File: config.mk
export PLATFORM = sky130hd
export DESIGN_NAME = stos_supervisor
export DESIGN_NICKNAME = d
export VERILOG_FILES = /design/src/rtl/stos_pkg.sv /design/src/rtl/stos_chan_if.sv /design/src/rtl/stos_supervisor.sv /design/src/rtl/stos_chan_mon.sv
export SDC_FILE = /design/constraint.sdc
export NUM_CORES = 1
export LEC_CHECK = 0
export ABC_AREA = 1
export BUFFER_PORTS_ARGS = -buffer_cell sky130_fd_sc_hd__buf_2
export CAP_MARGIN = 20
export CORE_ASPECT_RATIO = 1.4
export CORE_MARGIN = 5
export CORE_UTILIZATION = 35
export DETAILED_ROUTE_END_ITERATION = 16
export PLACE_DENSITY = 0.65
export SYNTH_ARGS = -nofsm -noshare
export SYNTH_HDL_FRONTEND = slang
export SYNTH_SLANG_ARGS = --single-unit
File: constraint.sdc
create_clock -name clk_sys -period 3.1 [get_ports clk_sys]
set_clock_uncertainty 0.2 [all_clocks]
set_input_delay 0.465 -clock clk_sys [delete_from_list [all_inputs] [get_ports clk_sys]]
set_output_delay 0.465 -clock clk_sys [all_outputs]
set_load 0.05 [all_outputs]
File: src/rtl/stos_pkg.sv
// constants and types for the safe torque off supervisor
package stos_pkg;
   localparam int unsigned CLK_HZ           = 100_000_000;
   localparam int unsigned RESP_MS          = 20;
   // longest time rounds down; a margin of half is kept for the filter
   localparam int unsigned RESP_CYC         = (CLK_HZ / 1000) * RESP_MS;
   localparam int unsigned DISAGREE_CYC_DEF = RESP_CYC / 2;
   localparam logic [7:0]  RELAY_SEL_STO    = 8'h0d;
   localparam logic [7:0]  TRIP_NONE        = 8'h00;
   localparam logic [7:0]  TRIP_CHAN_FAULT  = 8'h1d;
   localparam int unsigned CNT_W            = 24;

   typedef enum logic [1:0] {
      STOS_DISP_RUN_STOP,
      STOS_DISP_INHIBIT,
      STOS_DISP_TRIP
   } stos_disp_t;

   typedef enum {
      STOS_ST_STANDBY,
      STOS_ST_RUN,
      STOS_ST_OFF
   } stos_state_t;
endpackage

File: src/rtl/stos_chan_if.sv
// channel status carried from the channel monitor to the supervisor
`timescale 1ns/1ps
interface stos_chan_if;
   logic request;
   logic fault;
   modport mon (output request, output fault);
   modport sup (input request, input fault);
endinterface

File: src/rtl/stos_supervisor.sv
// safe torque off supervisor top
// Operation
// RULE1: energised inputs: standby, start command runs drive
// RULE2: de-energised inputs: cut drive, enter off mode
// RULE3: leave off mode after reset and re-energise
// RULE4: de-energised input shows inhibit on display
// RULE5: active trip displayed instead of inhibit
// RULE6: relay one opens on cutoff when selector 13
// RULE7: relay two opens on cutoff when selector 13
// RULE8: channel fault trips with code 29
// RULE9: monitoring status changes within 20 ms
// RULE10: fault display and not-healthy within 20 ms
// RULE11: cutoff can never be disabled
// RULE12: restart may follow release per restart setting
// RULE13: de-energised: start ignored, inhibit kept
// RULE14: either channel low requests cutoff; disagreement faults
`timescale 1ns/1ps
module stos_supervisor
   import stos_pkg::*;
#(
   parameter int unsigned DISAGREE_CYC = DISAGREE_CYC_DEF
) (
   input  wire logic       clk_sys,
   input  wire logic       rst,
   input  wire logic       sto_in_a,
   input  wire logic       sto_in_b,
   input  wire logic       start_cmd,
   input  wire logic       stop_cmd,
   input  wire logic [1:0] start_source_select,
   input  wire logic [1:0] start_source_active,
   input  wire logic       auto_restart_en,
   input  wire logic       fault_reset,
   input  wire logic       ext_trip,
   input  wire logic [7:0] ext_trip_code,
   input  wire logic [7:0] relay_one_function_select,
   input  wire logic [7:0] relay_two_function_select,
   input  wire logic       relay_one_other,
   input  wire logic       relay_two_other,
   output logic            drive_enable,
   output logic            running,
   output logic            sto_active,
   output logic            sto_status,
   output stos_disp_t      display_mode,
   output logic [7:0]      trip_code,
   output logic            tripped,
   output logic            drive_healthy,
   output logic            relay_one_closed,
   output logic            relay_two_closed
);
   stos_chan_if chan ();

   stos_chan_mon #(
      .DISAGREE_CYC (DISAGREE_CYC)
   ) u_mon (
      .clk_sys (clk_sys),
      .rst     (rst),
      .chan_a  (sto_in_a),
      .chan_b  (sto_in_b),
      .chan    (chan)
   );

   // relay selector decode, shared by both relays
   function automatic logic relay_state(
      input logic [7:0] sel,
      input logic       sto,
      input logic       other
   );
      logic closed;
      if (sel == RELAY_SEL_STO) begin
         closed = ~sto;
      end else begin
         closed = other;
      end
      return closed;
   endfunction

   // one register process per group of state
   stos_state_t state_reg;
   stos_state_t state_next;
   logic        trip_reg;
   logic        trip_next;
   logic [7:0]  code_reg;
   logic [7:0]  code_next;
   stos_disp_t  disp_reg;
   stos_disp_t  disp_next;
   logic        start_ok;
   logic        cut;

   // relay copies, index 0 is relay one
   logic [7:0]  rl_sel   [2];
   logic        rl_other [2];
   logic        rl_reg   [2];
   logic        rl_next  [2];

   // start honoured only from the configured source, except auto restart from off mode, which takes start_cmd directly
   assign start_ok = start_cmd & (start_source_select == start_source_active);
   // no setting gates this term: cutoff cannot be turned off
   assign cut      = chan.request; // RULE11

   // trip group: set wins over clear, so a held fault never flickers
   always_comb begin
      trip_next = trip_reg;
      code_next = code_reg;
      if (chan.fault) begin
         trip_next = 1'b1; // RULE8
         code_next = TRIP_CHAN_FAULT; // RULE8
      end else if (ext_trip) begin
         trip_next = 1'b1;
         code_next = ext_trip_code;
      end else if (fault_reset) begin
         trip_next = 1'b0;
         code_next = TRIP_NONE;
      end
   end

   always_ff @(posedge clk_sys or posedge rst) begin
      if (rst) begin
         trip_reg <= 1'b0;
         code_reg <= TRIP_NONE;
      end else begin
         trip_reg <= trip_next;
         code_reg <= code_next;
      end
   end

   // mode group: a pending trip blocks start and exit from off mode
   always_comb begin
      state_next = state_reg;
      case (state_reg)
         STOS_ST_STANDBY: begin
            if (cut)
               state_next = STOS_ST_OFF; // RULE2
            else if (start_ok && !trip_reg && !stop_cmd)
               state_next = STOS_ST_RUN; // RULE1
         end
         STOS_ST_RUN: begin
            if (cut)
               state_next = STOS_ST_OFF; // RULE2
            else if (stop_cmd || trip_reg)
               state_next = STOS_ST_STANDBY;
         end
         STOS_ST_OFF: begin
            // start is ignored here until inputs return
            if (!cut && !trip_reg) begin // RULE3 RULE13
               if (auto_restart_en && start_cmd && !stop_cmd)
                  state_next = STOS_ST_RUN; // RULE12
               else
                  state_next = STOS_ST_STANDBY;
            end
         end
         default: state_next = STOS_ST_OFF;
      endcase
   end

   // reset lands in off mode: a drive must never wake up enabled
   always_ff @(posedge clk_sys or posedge rst) begin
      if (rst) begin
         state_reg <= STOS_ST_OFF;
      end else begin
         state_reg <= state_next;
      end
   end

   // display group: trip outranks inhibit, inhibit outranks run/stop
   always_comb begin
      if (trip_next) begin
         disp_next = STOS_DISP_TRIP; // RULE5 RULE10
      end else if (cut) begin
         disp_next = STOS_DISP_INHIBIT; // RULE4 RULE13
      end else begin
         disp_next = STOS_DISP_RUN_STOP;
      end
   end

   always_ff @(posedge clk_sys or posedge rst) begin
      if (rst) begin
         disp_reg <= STOS_DISP_INHIBIT;
      end else begin
         disp_reg <= disp_next;
      end
   end

   // relay group: a relay on selector 13 follows the cutoff request, not the mode; others follow their other input
   assign rl_sel[0]   = relay_one_function_select;
   assign rl_sel[1]   = relay_two_function_select;
   assign rl_other[0] = relay_one_other;
   assign rl_other[1] = relay_two_other;

   for (genvar g = 0; g < 2; g++) begin : g_relay
      always_comb begin
         rl_next[g] = relay_state(rl_sel[g], cut, rl_other[g]); // RULE6 RULE7
      end

      // open at reset, as off mode is the reset state
      always_ff @(posedge clk_sys or posedge rst) begin
         if (rst) begin
            rl_reg[g] <= 1'b0;
         end else begin
            rl_reg[g] <= rl_next[g];
         end
      end
   end

   // drive removed combinationally on cut: no extra cycle of torque
   assign drive_enable     = (state_reg == STOS_ST_RUN) & ~cut; // RULE2
   assign running          = (state_reg == STOS_ST_RUN);
   assign sto_active       = (state_reg == STOS_ST_OFF);

   // status shows one clock after a channel drops
   assign sto_status       = cut; // RULE9

   // display and trip reporting
   assign display_mode     = disp_reg;
   assign trip_code        = code_reg;
   assign tripped          = trip_reg;
   // not-healthy follows the trip flag with no extra stage
   assign drive_healthy    = ~trip_reg; // RULE10

   // contacts: 1 is closed, 0 is open
   assign relay_one_closed = rl_reg[0];
   assign relay_two_closed = rl_reg[1];
endmodule

File: src/rtl/stos_chan_mon.sv
// two-channel input monitor with disagreement filter
`timescale 1ns/1ps
module stos_chan_mon
   import stos_pkg::*;
#(
   parameter int unsigned DISAGREE_CYC = DISAGREE_CYC_DEF
) (
   input  wire logic clk_sys,
   input  wire logic rst,
   input  wire logic chan_a,
   input  wire logic chan_b,
   stos_chan_if.mon  chan
);
   logic [CNT_W-1:0] cnt_reg;
   logic [CNT_W-1:0] cnt_next;
   logic             fault_reg;
   logic             fault_next;
   logic             req_reg;
   logic             req_next;

   always_comb begin
      req_next   = ~(chan_a & chan_b); // RULE14
      cnt_next   = '0;
      fault_next = fault_reg;
      if (chan_a != chan_b) begin
         if (cnt_reg >= CNT_W'(DISAGREE_CYC - 1)) begin
            fault_next = 1'b1; // RULE14
            cnt_next   = cnt_reg;
         end else begin
            cnt_next = cnt_reg + CNT_W'(1);
         end
      end
   end

   always_ff @(posedge clk_sys or posedge rst) begin
      if (rst) begin
         cnt_reg   <= '0;
         fault_reg <= 1'b0;
         req_reg   <= 1'b1;
      end else begin
         cnt_reg   <= cnt_next;
         fault_reg <= fault_next;
         req_reg   <= req_next;
      end
   end

   // fault stays until reset: a disagreeing channel cannot be trusted
   assign chan.request = req_reg;
   assign chan.fault   = fault_reg;
endmodule

# Yosys cells after proc, flatten, opt, wreduce, memory -nomap -nowiden
# Index checks and enable logic that the tools add are counted.
# op_classes
shift	0
reduce_logical	13
eq_ne	12
n_bitwise	6
n_mux	19
mul	0
add_sub_neg	1
n_div	0
order_cmp	1
# op_table
operator	count
$mux 32	5
$pmux 32 s3	1
$eq 32x2->1 const B	2
$mux 24	2
$eq 32x1->1 const B	1
$eq 32x3->1 const B	1
$logic_not 32->1	1
$add 24x1->24 const B	1
$ge 24x20->1 const B	1
$mux 8	3
$eq 8x4->1 const B	2
$mux 1	7
$ne 3x2->1 const B	2
$logic_and 1x1->1	5
$ne 2x2->1 const B	2
$and 1x1->1	3
$logic_not 1->1	3
$not 1->1	3
$reduce_and 3->1	1
$reduce_bool 3->1	1
$eq 2x2->1	1
$mux 2	1
$reduce_and 2->1	1
$logic_or 1x1->1	1
$ne 1x1->1	1
# totals
ramBits	0
regBits	71
input_bits	39
n_memories	0
mem_bits_ro	0
latch_bits	0
output_inout_bits	18

# Depth between registers and ports, before layout
# depth
word_depth	7
mapped_depth	11
mapped_depth_nobuf	11

# Hierarchy
# A second synthesis with hierarchy kept.
# unflattened
cells_unflattened	344
hier_area_um2	2384.8
# modules_own_cells
mod	area_per_inst_um2	cells_per_inst	instances
stos_chan_mon	1651.6	247	1
stos_supervisor	733.2	97	1

# Worst setup path before layout
# OpenSTA, ideal clock, no wires.
# synth_timing
path_kind	reg-to-reg
start	register u_mon.req_reg, in the netlist u_mon.chan.request
end	register state_reg[0]
setup_time_ps	118
path_buffers	0
slack_ps	1044
stages_incl_launch_ff	9
required_time_ps	2782
t_arrival_ps	1738
cell_sequence	dfstp_2 > nor2_1 > inv_1 > nor2_1 > nand2_1 > nand2_1 > inv_1 > nand3_1 > nand2_1
# synth_via
elab_chain_len	4
word_cells_on_any_way	9
cone_classes	eq/ne (3); mux (3); reduce/logical (3)
# synth_lines
item	line_no	rtl
from (decl)	stos_chan_mon.sv:18	logic req_reg;
from (signal assigned)	stos_chan_mon.sv:43	req_reg <= req_next;
$logic_not 1->1	stos_supervisor.sv:144	if (!cut && !trip_reg) begin
$logic_and 1x1->1	stos_supervisor.sv:144	
$ne 2x2->1 (no line)	--	
$reduce_and 3->1 (no line)	--	
to (signal assigned)	stos_supervisor.sv:160	state_reg <= state_next;
to (decl)	stos_supervisor.sv:78	stos_state_t state_reg;
# Several ways; a longest one is shown, not always the timed one.
# A chain may end at the register's enable or synchronous reset.

# Worst setup path in the final report
# layout_timing
start	input port sto_in_a
end	register u_mon.cnt_reg[15]
# layout_via
elab_chain_len	2
word_cells_on_any_way	3
cone_classes	eq/ne (2); mux (1)
# layout_lines
item	line_no	rtl
from (decl)	stos_supervisor.sv:25	input wire logic sto_in_a,
$ne 1x1->1 *	stos_chan_mon.sv:25	if (chan_a != chan_b) begin
$ne 2x2->1 (no line) / $mux 24 (equally long branches)	--	
to (signal assigned)	stos_chan_mon.sv:41	cnt_reg <= cnt_next;
to (decl)	stos_chan_mon.sv:14	logic [CNT_W-1:0] cnt_reg;
# Every way passes the cells marked *; elsewhere a longest branch is shown, timed or not.

==> flow_summary.yaml <==
detailed_routing:
  drc: 0
  viasPerCell: 4.85
  dr_wl_met3_um: 305
  drt_iter0_markers: 141
  met1_length_mm: 2.12
  wire_per_inst_um: 11.9
  wl_mm: 5.33
  highest_layer: "met4"
  dr.pass1.iters: 4
  met2WireLength_mm: 2.71
  ant_nets: 0
  vias: 2175
sta:
  finalCritPeriodShare_pct: 66.1
  drv_slew: 0
  fmaxAchievable_ghz: 0.488
  min_period_ns: 2.05
  rsz0062_at_grt: "false"
  fin_ws_ns: 1.05
  slew-limit-headroom_pct: 66.2
  setup_tns_ns: 0
  setup_viol: 0
  worst_slew_pin_slew_ns: 0.502
  final-hold-violation-count: 0
layout:
  largest_register_ffs: 24
  regArea_um2: 1000
  drive_gt1_share_pct: 20.2
  final_area_um2: 2700
  area_delta_synth_final_pct: 19.0
  most-common-layout-cells: "103 x nand2_1, 56 x buf_2, 48 x nor2_1"
  finalNonFillerCells: 448
  nets: 416
  layout_commonest_cell: "nand2_1"
  fill_cells: 639
  antenna_cells: 0
  multi_input_area_um2: 1100
global_route:
  grt_use_total_pct: 13.1
  grt_pass1_vias: 2031
  antenna_found_initial: 0
  grt_start_max_net_pins: 41
  grt_first_pass_wirelength_mm: 9.02
  grt.overflow.total: 0
logic_synthesis:
  yosys_warnings: 0
  ys_seq_area_share_pct: 44.2
  async_flop_share_pct: 100
  synthCells: 318
  syn_nets: 359
  synthesis.area_um2: 2270
  synth-edff-count: 0
  ys_ff_latch: 40
  avgSynthCellArea_um2: 7.14
  ys.flop_type: "dfrtp_1"
  synth.distinct_cells: 27
worst_setup_path:
  crit_top_cell: "nand2_1"
  end_kind: "flip-flop"
  max_stage_delay_ns: 0.60
  path_class: "in2reg"
  cp_cell_sequence: "buf_2 -> ha_1 -> inv_1 -> nor2_2 -> nand2_1 -> nand2_1"
  worstPathRequired_ns: 3.13
  crit_slowest_cell: "ha_1"
  critPathLaunch: "sto_in_a"
  critPathMaxFanout: 16
  worst_setup_path_start_kind: "primary input"
  cp_data_arrival_time_ns: 2.08
  reg2reg_from: "u_mon.cnt_reg[0]"
power_and_ir_drop:
  power_leakage_nw: 1.43
  p_per_area_nw_per_um2: 393
  vdd_ir_drop_max_v: 0.000162
floorplanning:
  die_y_um: 105
  start_util_pct: 36.3
  die_x_um: 78.1
  io_pins: 57
  design.core.area_um2: 6250
  dieArea_um2: 8220
  fp-row-count: 34
clocking:
  clk_latency_ns: 0.29
  htree_levels: 2
  hold_buffers: 0
  clockRootBuffer: "clkbuf_8"
  tritoncts: "built"
  cts.sinks: 40
  cts.clk_slew.worst_paths_ns: 0.08
  post_cts_buffers: 0
  cts_buffer_depth: 2
  cts-resized-gates: 0
  cts_buffers: 5
placement:
  dp.cells: 440
  io_buffers: 56
  dpl_cell_area_um2: 2610
  dp_slack_ns: 0.720
  dp_hpwl_mm: 4.10
  gp_congestion: 0.888
worst_hold_path:
  hp-class: "in2async"
run_status:
  status: "complete, no violations"
job:
  max_cap_violations: 0
-- synth_stat cells, types with 2 or more instances --
library cell / number / area share, %
nor3b_1: 2 / 0.66
nand4_1: 3 / 0.83
nor2_1: 48 / 7.9
nor4_1: 3 / 0.83
dfrtp_1: 37 / 41
ha_1: 2 / 1.1
dfstp_2: 3 / 3.5
nand3_1: 44 / 9.7
buf_4: 3 / 0.99
a21oi_1: 4 / 0.88
nor3_1: 2 / 0.44
nand3_2: 2 / 0.88
xor2_1: 8 / 3.1
inv_1: 30 / 5.0
o21ai_0: 6 / 1.3
nand2_1: 103 / 17
xnor2_1: 4 / 1.5
clkbuf_1: 4 / 0.66
nor2_2: 2 / 0.55
-- critical path, delay by kind of cell --
family | cells | cell delay, ns
fa+ha+maj | 1 | 0.60
buf+inv | 2 | 0.45
simple gates | 3 | 0.56
-- layout make-up --
cell class	instances	area share (%)
clock inverter	2	0.370
inverter	30	4.17
timing repair buffer	59	11.2
sequential	40	37.2
multi-input combinational	239	40.7
clock buffer	6	3.06
tap	72	3.33
-- metrics by stage --
stage,hold WS (ns),utilization (%),power [mW]
after floorplan,0.233,-,0.664
after global placement,0.251,41.7,0.717
after detailed placement,0.253,41.7,0.720
after CTS,0.0963,43.2,1.08
after global routing,0.133,43.2,1.12
final,0.0806,43.2,1.06
-- power by group --
group | total, mW | internal [mW] | leakage (nW) | switching (mW)
Clock | 0.355 | 0.177 | 0.0510 | 0.178
Combinational | 0.153 | 0.0490 | 0.873 | 0.104
Sequential | 0.555 | 0.540 | 0.510 | 0.0141
Total | 1.06 | 0.767 | 1.43 | 0.296
-- kinds of logic after synthesis --
family | Yosys count | share of synthesized area (%)
flops | 40 | 44.2
buf+inv | 39 | 7.33
fa+ha+maj | 2 | 1.10
simple gates | 213 | 40.0
xor+xnor | 12 | 4.63
compound gates | 12 | 2.70
-- final timing paths --
kind	endpoint	slack, ns	cells after the start
min	trip_code[3]	0.08	3
max in group asynchronous	state_reg[1]	2.25	3
max reg2reg	u_mon.cnt_reg[15]	1.08	8
min in group clk_sys	trip_code[0]	0.18	3
min reg2reg	u_mon.cnt_reg[23]	0.27	2
max	u_mon.cnt_reg[15]	1.05	6
-- routing by layer --
metal	vias to the layer above	global-route usage (%)
met5	-	0
met1	982	15.1
li1	1116	-
met2	62	22.7
met3	15	2.82
met4	0	6.16
(Power assumes the default switching activity.)
